[src/nvm_ctrl_regs.svh]
// Register offsets, field positions, reset values and timing counts of the controller
`ifndef NVM_CTRL_REGS_SVH
`define NVM_CTRL_REGS_SVH

`define OFS_COMMAND_CONTROL  4'h0
`define OFS_LOCK_CONTROL     4'h1
`define OFS_OPERATION_STATUS 4'h2
`define OFS_INTERRUPT_ENABLE 4'h3
`define OFS_INTERRUPT_FLAGS  4'h4
`define OFS_RESERVED         4'h5
`define OFS_DATA_LO          4'h6
`define OFS_DATA_HI          4'h7
`define OFS_ADDR_LO          4'h8
`define OFS_ADDR_HI          4'h9

`define CMD_MSB              2
`define CMD_LSB              0
`define LOCK_APP_BIT         0
`define LOCK_BOOT_BIT        1
`define STAT_FLASH_BIT       0
`define STAT_EE_BIT          1
`define STAT_FAULT_BIT       2
`define INT_READY_BIT        0

`define RST_BYTE             8'h00
`define RST_WORD             16'h0000

// Operation durations in core clock cycles; key window in register writes
`define T_PAGE_OP            16'h0040
`define T_BUF_CLEAR          16'h0007
`define T_FULL_ERASE         16'h0100
`define T_FUSE_OP            16'h0020
`define KEY_WINDOW           3'h4

`endif

[src/nvm_ctrl_pkg.sv]
// Types shared by the controller files
package nvm_ctrl_pkg;
  typedef enum logic [2:0] {
    CMD_NONE        = 3'h0,
    CMD_PAGE_WRITE  = 3'h1,
    CMD_PAGE_ERASE  = 3'h2,
    CMD_ERASE_PROG  = 3'h3,
    CMD_BUF_CLEAR   = 3'h4,
    CMD_FULL_ERASE  = 3'h5,
    CMD_EE_ERASE    = 3'h6,
    CMD_FUSE_PROG   = 3'h7
  } nvm_cmd_e;

  typedef enum logic [3:0] {
    ST_IDLE  = 4'b0001,
    ST_ERASE = 4'b0010,
    ST_WRITE = 4'b0100,
    ST_BUSY  = 4'b1000
  } nvm_state_e;
endpackage : nvm_ctrl_pkg

[src/nvm_op_timer.sv]
// Down counter that times one array operation
`include "nvm_ctrl_regs.svh"
module nvm_op_timer (
  input  wire logic        core_clk,
  input  wire logic        rst,
  input  wire logic        load,
  input  wire logic [15:0] count,
  output logic             done
);
  logic [15:0] cnt_q;

  always_ff @(posedge core_clk) begin
    if (rst) begin
      cnt_q <= `RST_WORD;
    end else if (load) begin
      cnt_q <= count;
    end else if (cnt_q != `RST_WORD) begin
      cnt_q <= cnt_q - 16'h0001;
    end
  end

  assign done = (cnt_q == 16'h0001);
endmodule : nvm_op_timer

[src/nvm_controller_registers.sv]
// Nonvolatile memory controller register block with command sequencer
`include "nvm_ctrl_regs.svh"

// Rules of the document this block is built on
// Nonzero command field write starts an operation
// Key written within four instructions before command; the code counts four register writes instead
// Code 1 writes page, code 2 erases page
// Code 3 erase then write; 4 clears buffer
// Code 5 full erase, preserve fuse spares EEPROM
// Code 6 erases EEPROM; 7 debug port only
// Boot lock blocks reads and fetches of boot
// Locked boot reads and fetches return zero
// Boot lock set from boot only, reset clears
// Boot lock effective after first boot exit
// Application protect blocks application section writes
// Application protect set-only, reset clears
// Write fault bit set after failed write
// Write fault reflects only most recent operation
// EEPROM busy reads one while EEPROM works
// Flash busy reads one while flash works
// Interrupt enable bit 0 gates ready level
// Software enables interrupt only after issuing command
// Ready flag set every cycle EEPROM idle
// Write one clears ready flag, zero ignored
// Low byte at base, high byte next
// Data register holds debug port fuse value
// Address register holds last updated location
// Interrupt asserted while flag and enable set
// Unkeyed command write leaves register unchanged
// Reserved bits and offset read zero
module nvm_controller_registers (
  input  wire logic        core_clk,
  input  wire logic        rst,
  input  wire logic [3:0]  reg_addr,
  input  wire logic [7:0]  reg_wdata,
  input  wire logic        reg_wr,
  input  wire logic        reg_rd,
  output logic [7:0]       reg_rdata,
  input  wire logic        self_program_key,
  input  wire logic        debug_programming_port,
  input  wire logic        exec_in_boot,
  input  wire logic        target_is_eeprom,
  input  wire logic        target_in_boot,
  input  wire logic        target_in_app,
  input  wire logic        buffer_mixed,
  input  wire logic        eeprom_preserve_fuse,
  input  wire logic        boot_access,
  input  wire logic [15:0] array_rdata,
  output logic [15:0]      fetch_rdata,
  output logic             flash_busy,
  output logic             eeprom_busy,
  output logic             array_erase,
  output logic             array_program,
  output logic             buffer_clear,
  output logic             full_erase,
  output logic             eeprom_full_erase,
  output logic             fuse_program,
  output logic             irq
);

  logic [2:0]              cmd_q;
  logic [2:0]              key_cnt_q;
  logic                    app_write_protect_q;
  logic                    boot_lock_pend_q;
  logic                    boot_section_lock_q;
  logic                    write_fault_q;
  logic                    int_en_q;
  logic                    eeprom_ready_q;
  logic [15:0]             data_q;
  logic [15:0]             addr_q;
  logic                    op_ee_q;
  logic                    op_flash_q;
  nvm_ctrl_pkg::nvm_state_e state_q;
  nvm_ctrl_pkg::nvm_state_e state_d;
  logic                    start;
  logic                    refused;
  logic                    tmr_load;
  logic [15:0]             tmr_count;
  logic                    tmr_done;
  logic                    exec_in_boot_q;

  function automatic logic wr_at(input logic [3:0] ofs);
    wr_at = reg_wr && (reg_addr == ofs);
  endfunction : wr_at

  // Key window counts register writes; it stands in for four instructions
  always_ff @(posedge core_clk) begin
    if (rst) begin
      key_cnt_q <= 3'h0;
    end else if (self_program_key) begin
      key_cnt_q <= `KEY_WINDOW;
    end else if (reg_wr && key_cnt_q != 3'h0) begin
      key_cnt_q <= key_cnt_q - 3'h1;
    end
  end

  // Command accepted only if keyed, idle and nonzero
  assign start = wr_at(`OFS_COMMAND_CONTROL) && (key_cnt_q != 3'h0)
                 && (reg_wdata[`CMD_MSB:`CMD_LSB] != nvm_ctrl_pkg::CMD_NONE)
                 && (state_q == nvm_ctrl_pkg::ST_IDLE);

  // Protected or mixed targets are refused and flagged
  always_comb begin
    refused = 1'b0;
    case (nvm_ctrl_pkg::nvm_cmd_e'(reg_wdata[`CMD_MSB:`CMD_LSB]))
      nvm_ctrl_pkg::CMD_PAGE_WRITE,
      nvm_ctrl_pkg::CMD_PAGE_ERASE,
      nvm_ctrl_pkg::CMD_ERASE_PROG: begin
        refused = buffer_mixed
                  || (app_write_protect_q && target_in_app)
                  || (boot_section_lock_q && target_in_boot);
      end
      nvm_ctrl_pkg::CMD_FUSE_PROG: begin
        refused = !debug_programming_port;
      end
      default: begin
        refused = 1'b0;
      end
    endcase
  end

  // Only a command that runs is shown; a refused one must not linger in the field
  always_ff @(posedge core_clk) begin
    if (rst) begin
      cmd_q <= 3'h0;
    end else if (start && !refused) begin
      cmd_q <= reg_wdata[`CMD_MSB:`CMD_LSB];
    end else if (state_q != nvm_ctrl_pkg::ST_IDLE && state_d == nvm_ctrl_pkg::ST_IDLE) begin
      cmd_q <= 3'h0;
    end
  end

  // Each started command overwrites the fault bit
  always_ff @(posedge core_clk) begin
    if (rst) begin
      write_fault_q <= 1'b0;
    end else if (start) begin
      write_fault_q <= refused;
    end
  end

  always_comb begin
    state_d   = state_q;
    tmr_load  = 1'b0;
    tmr_count = `RST_WORD;
    case (state_q)
      nvm_ctrl_pkg::ST_IDLE: begin
        if (start && !refused) begin
          tmr_load = 1'b1;
          case (nvm_ctrl_pkg::nvm_cmd_e'(reg_wdata[`CMD_MSB:`CMD_LSB]))
            nvm_ctrl_pkg::CMD_PAGE_WRITE: begin
              state_d   = nvm_ctrl_pkg::ST_WRITE;
              tmr_count = `T_PAGE_OP;
            end
            nvm_ctrl_pkg::CMD_PAGE_ERASE,
            nvm_ctrl_pkg::CMD_ERASE_PROG: begin
              state_d   = nvm_ctrl_pkg::ST_ERASE;
              tmr_count = `T_PAGE_OP;
            end
            nvm_ctrl_pkg::CMD_BUF_CLEAR: begin
              state_d   = nvm_ctrl_pkg::ST_BUSY;
              tmr_count = `T_BUF_CLEAR;
            end
            nvm_ctrl_pkg::CMD_FUSE_PROG: begin
              state_d   = nvm_ctrl_pkg::ST_BUSY;
              tmr_count = `T_FUSE_OP;
            end
            default: begin
              state_d   = nvm_ctrl_pkg::ST_BUSY;
              tmr_count = `T_FULL_ERASE;
            end
          endcase
        end
      end
      nvm_ctrl_pkg::ST_ERASE: begin
        if (tmr_done) begin
          if (cmd_q == nvm_ctrl_pkg::CMD_ERASE_PROG) begin
            state_d   = nvm_ctrl_pkg::ST_WRITE;
            tmr_load  = 1'b1;
            tmr_count = `T_PAGE_OP;
          end else begin
            state_d = nvm_ctrl_pkg::ST_IDLE;
          end
        end
      end
      nvm_ctrl_pkg::ST_WRITE,
      nvm_ctrl_pkg::ST_BUSY: begin
        if (tmr_done) begin
          state_d = nvm_ctrl_pkg::ST_IDLE;
        end
      end
      default: begin
        state_d = nvm_ctrl_pkg::ST_IDLE;
      end
    endcase
  end

  always_ff @(posedge core_clk) begin
    if (rst) begin
      state_q <= nvm_ctrl_pkg::ST_IDLE;
    end else begin
      state_q <= state_d;
    end
  end

  // Which array the running command occupies
  always_ff @(posedge core_clk) begin
    if (rst) begin
      op_ee_q    <= 1'b0;
      op_flash_q <= 1'b0;
    end else if (start && !refused) begin
      case (nvm_ctrl_pkg::nvm_cmd_e'(reg_wdata[`CMD_MSB:`CMD_LSB]))
        nvm_ctrl_pkg::CMD_FULL_ERASE: begin
          op_flash_q <= 1'b1;
          op_ee_q    <= !eeprom_preserve_fuse;
        end
        nvm_ctrl_pkg::CMD_EE_ERASE: begin
          op_flash_q <= 1'b0;
          op_ee_q    <= 1'b1;
        end
        nvm_ctrl_pkg::CMD_BUF_CLEAR,
        nvm_ctrl_pkg::CMD_FUSE_PROG: begin
          op_flash_q <= 1'b1;
          op_ee_q    <= 1'b0;
        end
        default: begin
          op_flash_q <= !target_is_eeprom;
          op_ee_q    <= target_is_eeprom;
        end
      endcase
    end
  end

  nvm_op_timer u_timer (
    .core_clk (core_clk),
    .rst      (rst),
    .load     (tmr_load),
    .count    (tmr_count),
    .done     (tmr_done)
  );

  assign flash_busy  = (state_q != nvm_ctrl_pkg::ST_IDLE) && op_flash_q;
  assign eeprom_busy = (state_q != nvm_ctrl_pkg::ST_IDLE) && op_ee_q;

  assign array_erase       = (state_q == nvm_ctrl_pkg::ST_ERASE);
  assign array_program     = (state_q == nvm_ctrl_pkg::ST_WRITE);
  assign buffer_clear      = (state_q == nvm_ctrl_pkg::ST_BUSY)
                             && (cmd_q == nvm_ctrl_pkg::CMD_BUF_CLEAR);
  assign full_erase        = (state_q == nvm_ctrl_pkg::ST_BUSY)
                             && (cmd_q == nvm_ctrl_pkg::CMD_FULL_ERASE);
  assign eeprom_full_erase = (state_q == nvm_ctrl_pkg::ST_BUSY)
                             && ((cmd_q == nvm_ctrl_pkg::CMD_EE_ERASE)
                             || (cmd_q == nvm_ctrl_pkg::CMD_FULL_ERASE && op_ee_q));
  assign fuse_program      = (state_q == nvm_ctrl_pkg::ST_BUSY)
                             && (cmd_q == nvm_ctrl_pkg::CMD_FUSE_PROG);

  // Protect bit is sticky: zero writes are ignored
  always_ff @(posedge core_clk) begin
    if (rst) begin
      app_write_protect_q <= 1'b0;
    end else if (wr_at(`OFS_LOCK_CONTROL) && reg_wdata[`LOCK_APP_BIT]) begin
      app_write_protect_q <= 1'b1;
    end
  end

  // Boot lock is armed on a write made from boot and acts once execution leaves boot
  always_ff @(posedge core_clk) begin
    if (rst) begin
      boot_lock_pend_q    <= 1'b0;
      boot_section_lock_q <= 1'b0;
      exec_in_boot_q      <= 1'b0;
    end else begin
      exec_in_boot_q <= exec_in_boot;
      if (wr_at(`OFS_LOCK_CONTROL) && reg_wdata[`LOCK_BOOT_BIT] && exec_in_boot) begin
        boot_lock_pend_q <= 1'b1;
      end
      if (boot_lock_pend_q && exec_in_boot_q && !exec_in_boot) begin
        boot_section_lock_q <= 1'b1;
      end
    end
  end

  // Locked boot data and instructions read as zero; path is combinational
  assign fetch_rdata = (boot_section_lock_q && boot_access) ? `RST_WORD : array_rdata;

  always_ff @(posedge core_clk) begin
    if (rst) begin
      int_en_q <= 1'b0;
    end else if (wr_at(`OFS_INTERRUPT_ENABLE)) begin
      int_en_q <= reg_wdata[`INT_READY_BIT];
    end
  end

  // Idle EEPROM sets the flag each cycle; set wins over a clear
  always_ff @(posedge core_clk) begin
    if (rst) begin
      eeprom_ready_q <= 1'b0;
    end else if (!eeprom_busy) begin
      eeprom_ready_q <= 1'b1;
    end else if (wr_at(`OFS_INTERRUPT_FLAGS) && reg_wdata[`INT_READY_BIT]) begin
      eeprom_ready_q <= 1'b0;
    end
  end

  assign irq = eeprom_ready_q && int_en_q;

  // Data and address byte halves
  always_ff @(posedge core_clk) begin
    if (rst) begin
      data_q <= `RST_WORD;
      addr_q <= `RST_WORD;
    end else begin
      if (wr_at(`OFS_DATA_LO)) data_q[7:0]  <= reg_wdata;
      if (wr_at(`OFS_DATA_HI)) data_q[15:8] <= reg_wdata;
      if (wr_at(`OFS_ADDR_LO)) addr_q[7:0]  <= reg_wdata;
      if (wr_at(`OFS_ADDR_HI)) addr_q[15:8] <= reg_wdata;
    end
  end

  // Read data lasts one cycle and falls back to zero, so stale values never linger
  always_ff @(posedge core_clk) begin
    if (rst) begin
      reg_rdata <= `RST_BYTE;
    end else if (reg_rd) begin
      case (reg_addr)
        `OFS_COMMAND_CONTROL:  reg_rdata <= {5'h00, cmd_q};
        `OFS_LOCK_CONTROL:     reg_rdata <= {6'h00, boot_lock_pend_q, app_write_protect_q};
        `OFS_OPERATION_STATUS: reg_rdata <= {5'h00, write_fault_q, eeprom_busy, flash_busy};
        `OFS_INTERRUPT_ENABLE: reg_rdata <= {7'h00, int_en_q};
        `OFS_INTERRUPT_FLAGS:  reg_rdata <= {7'h00, eeprom_ready_q};
        `OFS_DATA_LO:          reg_rdata <= data_q[7:0];
        `OFS_DATA_HI:          reg_rdata <= data_q[15:8];
        `OFS_ADDR_LO:          reg_rdata <= addr_q[7:0];
        `OFS_ADDR_HI:          reg_rdata <= addr_q[15:8];
        default:               reg_rdata <= `RST_BYTE;
      endcase
    end else begin
      reg_rdata <= `RST_BYTE;
    end
  end
endmodule : nvm_controller_registers

[config.mk]
export PLATFORM = sky130hd
export DESIGN_NAME = nvm_controller_registers
export DESIGN_NICKNAME = d
export VERILOG_FILES = /design/src/nvm_ctrl_pkg.sv /design/src/nvm_op_timer.sv /design/src/nvm_controller_registers.sv
export VERILOG_INCLUDE_DIRS = /design/src
export SDC_FILE = /design/constraint.sdc
export NUM_CORES = 1
export LEC_CHECK = 0
export ABC_CLOCK_PERIOD_IN_PS = 4300
export CAP_MARGIN = 10
export CORE_MARGIN = 2
export CORE_UTILIZATION = 55
export CTS_BUF_LIST = sky130_fd_sc_hd__clkbuf_8
export DETAILED_ROUTE_END_ITERATION = 6
export DONT_BUFFER_PORTS = 1
export PLACE_DENSITY = 0.72
export SLEW_MARGIN = 25
export SYNTH_ARGS = -nofsm -noshare
export SYNTH_HDL_FRONTEND = slang
export SYNTH_SLANG_ARGS = --single-unit
export TNS_END_PERCENT = 30
[constraint.sdc]
create_clock -name core_clk -period 4.3 [get_ports core_clk]
set_clock_uncertainty 0.1 [all_clocks]
set_input_delay 0.43 -clock core_clk [delete_from_list [all_inputs] [get_ports core_clk]]
set_output_delay 0.43 -clock core_clk [all_outputs]
set_load 0.1 [all_outputs]
=== Word level (Yosys, flattened, before mapping) ===
Index checks and enable logic that the tools add are counted.
W data, S select, Z words.

* Register bits after elaboration: 75
* Latch bits: 0
* RAM bits: 0
* ROM bits: 0
* Input bits: 41
* Memories kept: 0

* Add/subtract/negate cells: 2
* Multiply operators: 0
* Div/mod/pow operators: 0
* Magnitude comparators: 0
* Equal/unequal tests: 28
* Shift operators: 0
* Muxes and demuxes: 28
* Bitwise logic cells: 1
* Reductions and logical operators: 53

{| class="wikitable"
|+ Operators by type and width
! kind !! number
|-
| $pmux W8 S9 || 1
|-
| $mux W16 || 3
|-
| $logic_and A1 B1 Y1 || 31
|-
| $pmux W9 S3 || 1
|-
| $eq A3 B3 Y1 const B || 8
|-
| $pmux W9 S2 || 1
|-
| $eq A16 B1 Y1 const B || 1
|-
| $eq A4 B3 Y1 const B || 4
|-
| $reduce_bool A16 Y1 || 1
|-
| $sub A16 B1 Y16 const B || 1
|-
| $mux W3 || 5
|-
| $mux W7 || 2
|-
| $eq A4 B1 Y1 const B || 3
|-
| $eq A4 B2 Y1 const B || 3
|-
| $eq A4 B4 Y1 const B || 3
|-
| $mux W4 || 3
|-
| $pmux W4 S3 || 1
|-
| $reduce_or A2 Y1 || 5
|-
| $eq A3 B2 Y1 const B || 3
|-
| $mux W9 || 1
|-
| $pmux W4 S2 || 1
|-
| $pmux W1 S2 || 3
|-
| $reduce_bool A2 Y1 || 3
|-
| $reduce_bool A3 Y1 || 2
|-
| 11 further kinds || 22
|}

=== Logic depth before layout (Yosys ltp) ===
Gate-level depths: netlist of run 1.

* Word-level depth: 12
* Gate-level depth with buffers: 9

=== Hierarchy ===
From an unflattened synthesis of run 1, not the netlist that was laid out.

* Cell total of the unflattened synthesis: 475
* Area, all modules: 3907.5 sq um

{| class="wikitable"
|+ By module, submodules not included
! module !! times used !! cells an instance !! area an instance (sq um)
|-
| nvm_controller_registers || 1 || 372 || 3011.6
|-
| nvm_op_timer || 1 || 103 || 895.9
|}

=== Worst setup path before layout of run 1 ===
OpenSTA, ideal clock, no wires.

* Path kind: reg2reg
* From: register state_q[0]
* To: register u_timer.cnt_q[10]
* Setup time: 127 ps
* Arrival time: 4767 ps
* Setup slack: -694 ps
* Stages on the path, launching flop included: 6
* Path buffers: 0
* Path through: dfxtp_1 nor4b_1 and4b_1 nand2_1 nand3_1 nor2_1

* Elaborated cells on any way between the ends: 8
* Classes of those cells: 2 x eq/ne; 3 x mux; 3 x reduce/logical

{| class="wikitable"
|+ RTL lines
! item !! line !! text
|-
| from (decl) || nvm_controller_registers.sv:73 || <nowiki>nvm_ctrl_pkg::nvm_state_e state_q;</nowiki>
|-
| from (signal assigned) || nvm_controller_registers.sv:200 || <nowiki>state_q <= nvm_ctrl_pkg::ST_IDLE;</nowiki>
|-
| from (signal assigned) || nvm_controller_registers.sv:202 || <nowiki>state_q <= state_d;</nowiki>
|-
| $eq A4 B2 Y1 * || - ||
|-
| named net array_erase || nvm_controller_registers.sv:52 || <nowiki>output logic array_erase,</nowiki>
|-
| $pmux W1 S2 * || nvm_controller_registers.sv:146 || <nowiki>case (state_q)</nowiki>
|-
| $mux W16 or $reduce_bool A2 Y1 (tied branches) || - ||
|-
| to (signal assigned) || nvm_op_timer.sv:14 || <nowiki>cnt_q <= `RST_WORD;</nowiki>
|-
| to (signal assigned) || nvm_op_timer.sv:16 || <nowiki>cnt_q <= count;</nowiki>
|-
| to (signal assigned) || nvm_op_timer.sv:18 || <nowiki>cnt_q <= cnt_q - 16'h0001;</nowiki>
|-
| to (decl) || nvm_op_timer.sv:10 || <nowiki>logic [15:0] cnt_q;</nowiki>
|}

Mark *: on every way through the listed nets, which the timed path passes. The rest lies on a longest branch.
A chain may end at the register's enable or synchronous reset.

=== Worst setup path in the final report of run 1 ===
* From: register state_q[3]
* To: output eeprom_full_erase

* Word-level cells in the longest chain between the ends: 2

{| class="wikitable"
|+ RTL lines
! item !! line !! text
|-
| $eq A4 B4 Y1 || nvm_controller_registers.sv:251 || <nowiki>assign eeprom_full_erase = (state_q == nvm_ctrl_pkg::ST_BUSY)</nowiki>
|-
| $logic_and A1 B1 Y1 || nvm_controller_registers.sv:252 || <nowiki>&& ((cmd_q == nvm_ctrl_pkg::CMD_EE_ERASE)</nowiki>
|-
| to (decl) || nvm_controller_registers.sv:56 || <nowiki>output logic eeprom_full_erase,</nowiki>
|}

No other way between the ends.

==> summary.md, run 1 <==
| Metric | Value |
|---|---|
| Status | finished with violations |
| Hold Crit Class | input pin to flop |
| Power consumption | 1.99 mW |
| Worst EP arrival | about 2.5 ns |
| Global-route wire length before repair | 13,800 um |
| Final core occ | between 60 and 70% |
| Fmax | roughly 0.34 GHz |
| Synth Cell Area | approximately 3700 um^2 |
| Setup slack after layout | 1.32 ns |
| Synth top area cells | dfxtp_1 (41%), mux2i_1 (12%), nor2_1 (7.5%) |
| CTS Root Cell | clkbuf_8 |
| Layout Cells excl Fill | ~500 |
| Largest family of logic cells by synthesized area | simple AND/OR/NAND/NOR gates |
| Hold Fails Final Rpt | 0 |
| Pleak | 1.48 nW |
| Largest area contributor in the synthesized netlist | dfxtp_1 |
| Antenna violations before repair | 0 |
| CP cell instances | nor4b_1, nand2_1, nor2_2 |
| Worst path bufs/invs | 0 |
| PortBufs | 0 |
| Overall Global Routing Usage | between 20% and 30% |
| Drt wl/cell | 17.2 um |
| Top cell type's share of synthesized area | 40.7% |
| Synth Area in Adders | 1.36% |
| Synth Area in XOR/XNOR | under 10% |
| Number of DRC markers in iteration 0 | approximately 240 |
| Final Setup Violations | 0 |
| Minimum clock period | 2.98 ns |
| Ant diodes | 0 |
| Area grow syn2layout | 8.82% |
| Layout cells sized above 1 | 8.57% |
| Dpl hpwl | roughly 5900 um |
| Fin Setup TNS | 0 ns |
| Clock latency on the worst-skew pair | 0.34 ns |
| Setup Crit Path Kind | flop to output pin |
| Clk slew on worst S/H paths | 0.08 ns |
| H-tree depth | 3 |
| CP delay by family, top | simple AND/OR/NAND/NOR gates |
| Post-synth ARST share | 0% |
| CORE AREA | 6420 um^2 |
| Failing checks | DRC |
| Clock power frac | 27.4% |
| Area after DPL | roughly 3800 um^2 |
| Nets@finish | 460 |
| Post-synthesis mux area share | about an eighth |
| Largest buffer count on any clock path | 2 |
| Synth cell count leaders | dfxtp_1 (75), nor2_1 (74), mux2i_1 (45) |
| Worst Path Required | between 3 and 4 ns |
| Slowest stage delay, CP | 0.87 ns |
| Post-synthesis sequential area ratio | approximately 41% |
| EDFF count, synth | 0 |
| Final instance area | approximately 4000 um^2 |
| Post-synthesis compound-gate area fraction | 11.0% |
| Max Slew Vio Count | 0 |
| Pin count of the biggest net entering global routing | 57 |
| RSZ-0062 raised after global routing | false |
| Pint | 1.30 mW |
| Critical Path Fanout Max | 4 |
| Hold buffers post-CTS | 0 |
| Min Hold Slack | 0.0443 ns |
| Switch Pwr | 0.694 mW |
| Sw frac | 34.8% |
| Share of total power in combinational logic | a little under a third |
| Top-count cell post-synth | dfxtp_1 |
| First drt pass iteration count | 6 |
| Netlist cell types | 53 |
| Die ar. | 7380 um^2 |
| Maximum vdd drop | 288 uV |
| Startpoint types | flop |
| Vias | about 3,100 |
| Remaining Overflow, GRT | 0 |
| CP Capture Type | output pin |
| Drc violations | 10 |
| Worst-margin pin slew | ~1.1 ns |
| Post-Synthesis Cells | 425 |
| Initial core utilization | 57.4% |
| Resize count post-CTS | 0 |
| #FFs+latches synth | 75 |
| Antenna viol nets, final | 0 |
| Max-cap violations | 0 |
| Ys flop type | dfxtp_1 |
| Syn_nets | 470 |
| Gpl congestion | 0.887 |
| Total CTS buffers | 9 |
| Die width | 85.9 um |
| Post-CTS setup buffers | 0 |
| Flop pwr share | 42.0% |
| Die H | approximately 86 um |
| Rel. slew slack | 28.1% |
| I/O pin count | 74 |
| Drt via density | 6.16 |
| Final Cycle Share | 69.3% |
| # clock sinks | 75 |
| TritonCTS clock tree | built |
| DP Worst Slack | 1.71 ns |
| CP max-delay cell | nor2_2 |
| Row count | 29 |
| Yosys warning count | 0 |
| Post-synthesis simple-gate area fraction | 27.6% |
| Vias in the first global route | 2,765 |
| WL final | around 8500 um |
| Power Dens Cells | 497 nW/um^2 |
| Mean post-synth cell area | 8.68 um^2 |
| Placed insts | 481 |
-- final cells by class --
| cell class | instances | area (um^2) |
|---|---|---|
| clock buffers | 10 | 138 |
| clock inverters | 6 | 63.8 |
| fillers | 572 | 2410 |
| inverters | 10 | 37.5 |
| multi-input cells | 315 | 2090 |
| flip-flops and latches | 75 | 1500 |
| well taps | 77 | 96.3 |
| repair buffers | 4 | 85.1 |
-- per-layer routing --
metal  part of all wire, %  track usage (%)  vias up  wire, um
met5                     0                0        -         0
met4                   1.4             8.80        0       120
met3                   7.6             6.26       10       652
met2                    45             35.4      116      3810
met1                    46             33.1     1446      3960
li1                      -                -     1489         -
-- final timing paths --
kind                                              start                             to  slack (ns)  cells after the start
worst max-delay path              state_q[3]$_SDFF_PP0_              eeprom_full_erase        1.32                      3
worst min-delay path                                rst      exec_in_boot_q$_SDFF_PP0_        0.04                      1
worst min register to register  op_flash_q$_SDFFE_PP0N_        op_flash_q$_SDFFE_PP0N_        0.35                      2
worst max register to register    state_q[0]$_SDFF_PP1_  u_timer.cnt_q[1]$_SDFFE_PP0P_        1.86                      5
-- cell families after synthesis --
logic type      count (synthesis)
mux                            46
buf+inv                        35
compound gates                 60
flops                          75
simple gates                  192
fa+ha+maj                       4
xor+xnor                       13
-- registers in the layout, indices dropped and copies added, names as in the netlist --
register and flops:
op_ee_q 1, addr_q 16, eeprom_ready_q 1, cmd_q 3, reg_rdata 8, u_timer.cnt_q 16, write_fault_q 1, exec_in_boot_q 1
boot_lock_pend_q 1, app_write_protect_q 1, op_flash_q 1, int_en_q 1, boot_section_lock_q 1, data_q 16, state_q 4, key_cnt_q 3
-- cells in the final DEF (no fill, tap or decap), drive strengths merged, types with 4 or more instances in the layout --
cell type	instances
nand4b	4
inv	11
ha	4
o21ai	5
and3	5
dfxtp	75
xnor2	4
nand3	14
clkbuf	12
mux2i	45
or3	4
o22a	5
a21oi	21
xor2	9
a31oi	7
nor3	10
nor4	7
nor2	74
and2	20
a211oi	5
or4	7
nand2	24
-- power groups by stage --
stage | logic [mW] | registers, mW | clock network [mW]
final | 0.609 | 0.838 | 0.547
after CTS | 0.605 | 0.834 | 0.555
after detailed placement | 0.596 | 0.849 | 0
after global routing | 0.670 | 0.850 | 0.580
after floorplan | 0.548 | 0.831 | 0
after global placement | 0.590 | 0.845 | 0
Note: power is estimated with default switching activity, not from simulation.
==> run 2: changes to the inputs <==
Settings changed: ABC_AREA set to 1, ABC_CLOCK_PERIOD_IN_PS 4300 to 2500, PLACE_DENSITY 0.72 to 0.75.
Clock period 4.3 ns to 2.5 ns, I/O delays scaled along.
==> run 2 against run 1 <==
Against the previous run: highest routed layer unchanged; via count rose by 19%; clock-buffer cell count did not move; the run now ends clean; sequential share of layout area fell by 3.8 points; combinational power grew 89%; wire length rose by 16%; critical endpoint is now state_q[1]$_SDFF_PP0_.
==> summary.md, run 2 <==
| Metric | Value |
|---|---|
| Ys flop type | dfxtp_1 |
| EDFF count, synth | 0 (unchanged) |
| Final Cycle Share | 89.0% |
| Top-count cell post-synth | inv_1 |
| Status | finished clean |
| Global-route wire length before repair | 15,800 um (+15%) |
| Row count | 30 (+3.4%) |
| Die ar. | 7640 um^2 (+3.5%) |
| Placed insts | 621 (+29%) |
| Met2 usage | 42.5% (+7.1 points) |
| Pleak | 1.87 nW (+26%) |
| Synth top area cells | dfxtp_1 (39%), inv_1 (8.1%), nand2_1 (7.5%) |
| Dpl hpwl | 6900 um (+16%) |
| GRT busiest layer | met2 |
| Most frequent cells in the layout | inv_1 (83), nand2_1 (76), dfxtp_1 (75) |
| Hold Fails Final Rpt | 0 (unchanged) |
| # clock sinks | 75 (unchanged) |
| Synth cell count leaders | inv_1 (83), nand2_1 (76), dfxtp_1 (75) |
| TritonCTS clock tree | built |
| Syn_nets | 582 (+24%) |
| Vias | 3,657 (+19%) |
| Number of DRC markers in iteration 0 | 202 (-15%) |
| CP Capture Type | flop |
| H-tree depth | 3 (unchanged) |
| Resize count post-CTS | 0 (unchanged) |
| Maximum vdd drop | 434 uV (+51%) |
| R2r setup slk | 0.28 ns (-1.58 ns) |
| CP cell instances | inv_1, ha_1, nand2_1, nand2_1, nor2_4, nand3_2, nor2_8, nand4_1, dlygate4sd3_1, a21oi_1 |
| Max-cap violations | 0 (unchanged) |
| Area after DPL | 4100 um^2 (+7.7%) |
| Hold Crit Class | input pin to flop |
| Yosys warning count | 0 (unchanged) |
| RSZ-0062 raised after global routing | false |
| Hold buffers post-CTS | 18 (+18) |
| Top Registers | addr_q: 16 flops, data_q: 16 flops, u_timer.cnt_q: 16 flops |
| CTS Root Cell | clkbuf_8 |
| Rel. slew slack | 36.0% (+8.0 points) |
| Largest buffer count on any clock path | 2 (unchanged) |
| PortBufs | 0 (unchanged) |
| Synth Cell Area | 3820 um^2 (+3.7%) |
| Final core occ | 66.2% (+3.7 points) |
| Pin count of the biggest net entering global routing | 30 (-47%) |
| Most common cell after layout, fill and taps aside | inv_1 |
| Antenna violations before repair | 0 (unchanged) |
| Initial core utilization | 56.6% (-0.82 points) |
| Most common cell on crit path | nand2_1 |
| I/O pin count | 74 (unchanged) |
| Grt met3 use | 5.59% (-0.66 points) |
| Worst path bufs/invs | 2 (+2) |
| Mean post-synth cell area | 7.12 um^2 (-18%) |
| Antenna viol nets, final | 0 (unchanged) |
| Die H | 87.4 um (+1.8%) |
| CP delay by family, top | simple AND/OR/NAND/NOR gates |
| GRT met1 Usage | 34.1% (+1.0 points) |
| Fmax | 0.450 GHz |
| Power Dens Cells | 764 nW/um^2 (+54%) |
| Drt via density | 5.58 (-9.3%) |
| Final Setup Violations | 0 (unchanged) |
| Nets@finish | 615 (+34%) |
| Remaining Overflow, GRT | 0 (unchanged) |
| Critical Path Fanout Max | 10 (+6) |
| Slowest stage delay, CP | 0.59 ns (-0.28 ns) |
| Netlist cell types | 40 (-25%) |
| Final instance area | 4470 um^2 (+11%) |
| Post-Synthesis Cells | 537 (+26%) |
| Post-synthesis sequential area ratio | 39.3% (-1.5 points) |
| Setup Crit Path Kind | flop to flop |
| Minimum clock period | around 2.2 ns |
| Post-CTS setup buffers | 0 (unchanged) |
| WL final | 9920 um (+16%) |
| Worst EP arrival | 2.42 ns (-0.03 ns) |
| Largest area contributor in the synthesized netlist | dfxtp_1 |
| #FFs+latches synth | 75 (unchanged) |
| Die width | 87.4 um (+1.8%) |
| Drc violations | 0 (-10) |
| Layout cells sized above 1 | 17.2% (+8.6 points) |
| Max Slew Vio Count | 0 (unchanged) |
| Worst-margin pin slew | 0.958 ns (-0.121 ns) |
| Worst Path Required | 2.69 ns (-1.08 ns) |
| Clock latency on the worst-skew pair | 0.36 ns (+0.02 ns) |
| Top cell type's share of synthesized area | 39.3% (-1.5 points) |
| Post-synth ARST share | 0% (unchanged) |
| Drt wl/cell | 15.1 um (-12%) |
| Overall Global Routing Usage | 26.8% (+3.0 points) |
| Ant diodes | 0 (unchanged) |
| Layout Cells excl Fill | 655 (+32%) |
| Area grow syn2layout | 17.0% |
| Startpoint types | flop |
| Gpl congestion | 0.908 (+2.3%) |
| Clk slew on worst S/H paths | 0.08 ns (about the same) |
| Vias in the first global route | 3,362 (+22%) |
| First drt pass iteration count | 5 (-1) |
| CORE AREA | 6760 um^2 (+5.2%) |
| CP max-delay cell | dlygate4sd3_1 |
| Total CTS buffers | 9 (unchanged) |
-- run 2: layout make-up --
class	count	area [um^2]
Sequential cell	75	1500
Clock buffer	10	138
Tap cell	80	100
Fill cell	572	2280
Clock inverter	6	48.8
Inverter	87	329
Multi-Input combinational cell	355	1970
Timing Repair Buffer	42	383
-- run 2: report_power, final --
group / total (mW) / internal [mW] / leakage, nW / switching [mW]
clock: 0.864 / 0.393 / 0.0851 / 0.471
combinational: 1.15 / 0.417 / 1.18 / 0.732
sequential: 1.40 / 1.30 / 0.609 / 0.101
-- run 2: worst paths after layout --
path,start,endpoint,depth (start not counted)
worst max register to register,key_cnt_q[0]$_SDFFE_PP0P_,state_q[1]$_SDFF_PP0_,10
worst min-delay path,reg_wdata[6],addr_q[14]$_SDFFE_PP0P_,2
worst min register to register,addr_q[2]$_SDFFE_PP0P_,addr_q[2]$_SDFFE_PP0P_,2
worst max-delay path,key_cnt_q[0]$_SDFFE_PP0P_,state_q[1]$_SDFF_PP0_,10
-- run 2: per-layer routing --
metal | vias up | part of all wire [%]
met5 | - | 0
met4 | 0 | 3.3
met3 | 26 | 7.7
met2 | 172 | 48
met1 | 1652 | 41
li1 | 1807 | -
-- run 2: logic make-up (layout without fill, tap and decap cells) --
logic type,count (synthesis),after routing,synth area share (%)
compound gates,112,112,16.7
xor+xnor,11,11,2.52
fa+ha+maj,4,4,1.31
buf+inv,107,145,11.3
flops,75,75,39.3
simple gates,228,228,28.9
-- run 2: stage by stage --
step	worst slack [ns]	hold slack [ns]	TNS [ns]	total power, mW
4_1_cts	0.296	0.00259	0	3.42
2_1_floorplan	-0.0947	0.275	-0.169	2.34
3_3_place_gp	0.753	0.225	0	2.50
6_report	0.276	0.00262	0	3.42
5_1_grt	0.146	0.00913	0	3.64
3_5_place_dp	0.662	0.227	0	2.52
-- run 2: worst register-to-register path: cells and delay by family, from the launching register on --
| kind | cells | cell delay [ns] |
|---|---|---|
| AND/OR/NAND/NOR | 6 | 0.80 |
| AO/OA/AOI/OAI | 1 | 0.12 |
| buffers and inverters | 2 | 0.66 |
| flip-flops | 1 | 0.31 |
| adder cells (fa/ha/maj) | 1 | 0.19 |
==> run 3: changes to the inputs <==
Settings changed: PLACE_DENSITY 0.75 to 0.77.
==> run 3 against run 2 <==
Against the previous run: critical path depth is 3 lower; combinational power hardly changed; critical endpoint is now fuse_program; cell area hardly changed; the flow now finishes with violations (DRC); total power is 1.0% higher; via count hardly changed; non-clock buffer count stayed put.
==> summary.md, run 3 (synthesis results as in run 2) <==
| Metric | Value |
|---|---|
| Pin count of the biggest net entering global routing | 30 (unchanged) |
| Final core occ | 66.3% (about the same) |
| Top Registers | addr_q: 16 flops, data_q: 16 flops, u_timer.cnt_q: 16 flops |
| Drt via density | 5.59 (+0.18%) |
| I/O pin count | 74 (unchanged) |
| H-tree depth | 3 (unchanged) |
| Hold Fails Final Rpt | 0 (unchanged) |
| Worst path depth | 7 (-3) |
| Worst Path Required | 2.15 ns (-0.54 ns) |
| CP max-delay cell | dfxtp_1 |
| Post-CTS setup buffers | 0 (unchanged) |
| Maximum vdd drop | 409 uV (-5.9%) |
| CTS Root Cell | clkbuf_8 |
| Nets@finish | 615 (unchanged) |
| Hold_sp | reg_wdata[5] |
| PortBufs | 0 (unchanged) |
| Crit Reg-Reg Startpoint | key_cnt_q[0]$_SDFFE_PP0P_ |
| RSZ-0062 raised after global routing | false |
| Fill count | 587 (+2.6%) |
| Drt wl/cell | 15.1 um (-0.34%) |
| Worst path bufs/invs | 3 (+1) |
| Worst reg2reg path depth | 10 (unchanged) |
| Drc violations | 1 (+1) |
| Fmax | 0.482 GHz (+7.2%) |
| Max-cap violations | 0 (unchanged) |
| CP cell instances | inv_1, nor2_1, nand2_1, inv_1, nand3_1, nor2_2, buf_4 |
| Worst-margin pin slew | 0.942 ns (-0.0156 ns) |
| Antenna viol nets, final | 0 (unchanged) |
| Hold Crit Depth | 2 (unchanged) |
| Total CTS buffers | 9 (unchanged) |
| Antenna violations before repair | 0 (unchanged) |
| Status | finished with violations |
| Number of DRC markers in iteration 0 | 229 (+13%) |
| Startpoint types | flop |
| Global-route wire length before repair | 15,900 um (about the same) |
| Row count | 30 (unchanged) |
| Pleak | 1.88 nW (+0.29%) |
| Rel. slew slack | 37.1% (+1.0 points) |
| Min Hold Slack | 0.00386 ns (+0.00124 ns) |
| RR Endpoint | u_timer.cnt_q[8]$_SDFFE_PP0P_ |
| Clock latency on the worst-skew pair | 0.35 ns (about the same) |
| Setup Crit Path Kind | flop to output pin |
| # clock sinks | 75 (unchanged) |
| Clk slew on worst S/H paths | 0.08 ns (about the same) |
| Hold endpoint | addr_q[5]$_SDFFE_PP0P_ |
| Gpl congestion | 0.887 (-2.3%) |
| CP delay by family, top | simple AND/OR/NAND/NOR gates |
| Die width | 87.4 um (unchanged) |
| Final Setup Violations | 0 (unchanged) |
| CP Capture Type | output pin |
| Overall Global Routing Usage | 26.6% (-0.15 points) |
| Ant diodes | 0 (unchanged) |
| R2r setup slk | 0.62 ns (+0.34 ns) |
| Die H | 87.4 um (unchanged) |
| CORE AREA | 6760 um^2 (unchanged) |
| DP Worst Slack | 0.673 ns (+0.0114 ns) |
| Most frequent cells in the layout | inv_1 (83), nand2_1 (76), dfxtp_1 (75) |
| Area grow syn2layout | 17.1% (about the same) |
| Hold Crit Class | input pin to flop |
| Vias | 3,658 (+0.027%) |
| Minimum clock period | 2.08 ns (-0.149 ns) |
| Layout cells sized above 1 | 17.1% (-0.14 points) |
| Dpl hpwl | 6820 um (-1.2%) |
| Slowest stage delay, CP | 0.37 ns (-0.22 ns) |
| Final Cycle Share | 83.0% (-5.9 points) |
| First drt pass iteration count | 7 (+2) |
| Power Dens Cells | 771 nW/um^2 (+0.96%) |
| Most common cell on crit path | inv_1 |
| Largest buffer count on any clock path | 2 (unchanged) |
| TritonCTS clock tree | built |
| Max Slew Vio Count | 0 (unchanged) |
| Remaining Overflow, GRT | 0 (unchanged) |
| Critical Path Fanout Max | 4 (-6) |
| Vias in the first global route | 3,396 (+1.0%) |
| Setup slack after layout | 0.424 ns (+0.149 ns) |
| Worst EP arrival | 1.73 ns (-0.69 ns) |
| Failing checks | DRC |
| Most common cell after layout, fill and taps aside | inv_1 |
| Initial core utilization | 56.6% (unchanged) |
| Die ar. | 7640 um^2 (unchanged) |
| WL final | 9870 um (-0.49%) |
==> run 3: cell types whose count changed in the layout (fill, tap and decap cells not counted) <==
cell,change
clkinv_4,-2
clkinv_2,+1
clkbuf_8,-1
bufinv_16,+1
==> run 3: layout make-up <==
class                   instances  area, um^2  area share [%]
multi-input cells             355        1970            44.1
flip-flops and latches         75        1500            33.5
repair buffers                 42         383            8.55
inverters                      87         329            7.35
clock buffers                   9         124            2.77
well taps                      80         100            2.24
clock inverters                 6        66.3            1.48
==> run 3: per-stage QoR <==
stage          area [um^2]  power, mW  setup TNS, ns  instances
5_1_grt               4480       3.66              0        654
3_5_place_dp          4100       2.51              0        621
4_1_cts               4480       3.46              0        654
6_report              4480       3.45              0        654
2_1_floorplan         3850       2.34         -0.169        537
3_3_place_gp          4100       2.49              0        621
==> run 3: where the power goes <==
| group | internal, mW | switching (mW) |
|---|---|---|
| logic | 0.416 | 0.721 |
| clock network | 0.456 | 0.460 |
| registers | 1.30 | 0.0950 |
==> run 3: how the worst max path moves through the flow <==
stage	endpoint	start	slack, ns
after global placement	op_ee_q$_SDFFE_PP0N_	key_cnt_q[0]$_SDFFE_PP0P_	0.76
after floorplan	buffer_clear	state_q[0]$_SDFF_PP1_	-0.09
after CTS	fuse_program	state_q[3]$_SDFF_PP0_	0.43
after global routing	eeprom_full_erase	state_q[3]$_SDFF_PP0_	0.34
after detailed placement	u_timer.cnt_q[8]$_SDFFE_PP0P_	key_cnt_q[0]$_SDFFE_PP0P_	0.67
final	fuse_program	state_q[3]$_SDFF_PP0_	0.42
==> run 3: per-layer routing <==
| metal | track usage [%] | vias to the layer above | share of wire, % |
|---|---|---|---|
| li1 | - | 1807 | - |
| met1 | 33.5 | 1665 | 42 |
| met2 | 43.3 | 157 | 48 |
| met3 | 6.07 | 29 | 7.0 |
| met4 | 12.3 | 0 | 2.9 |
| met5 | 0 | - | 0 |
==> run 3: timing repair <==
action                                 CTS  global route
hold buffers                            18             0
resized for setup                        0             0
endpoints found under the hold margin   43             0
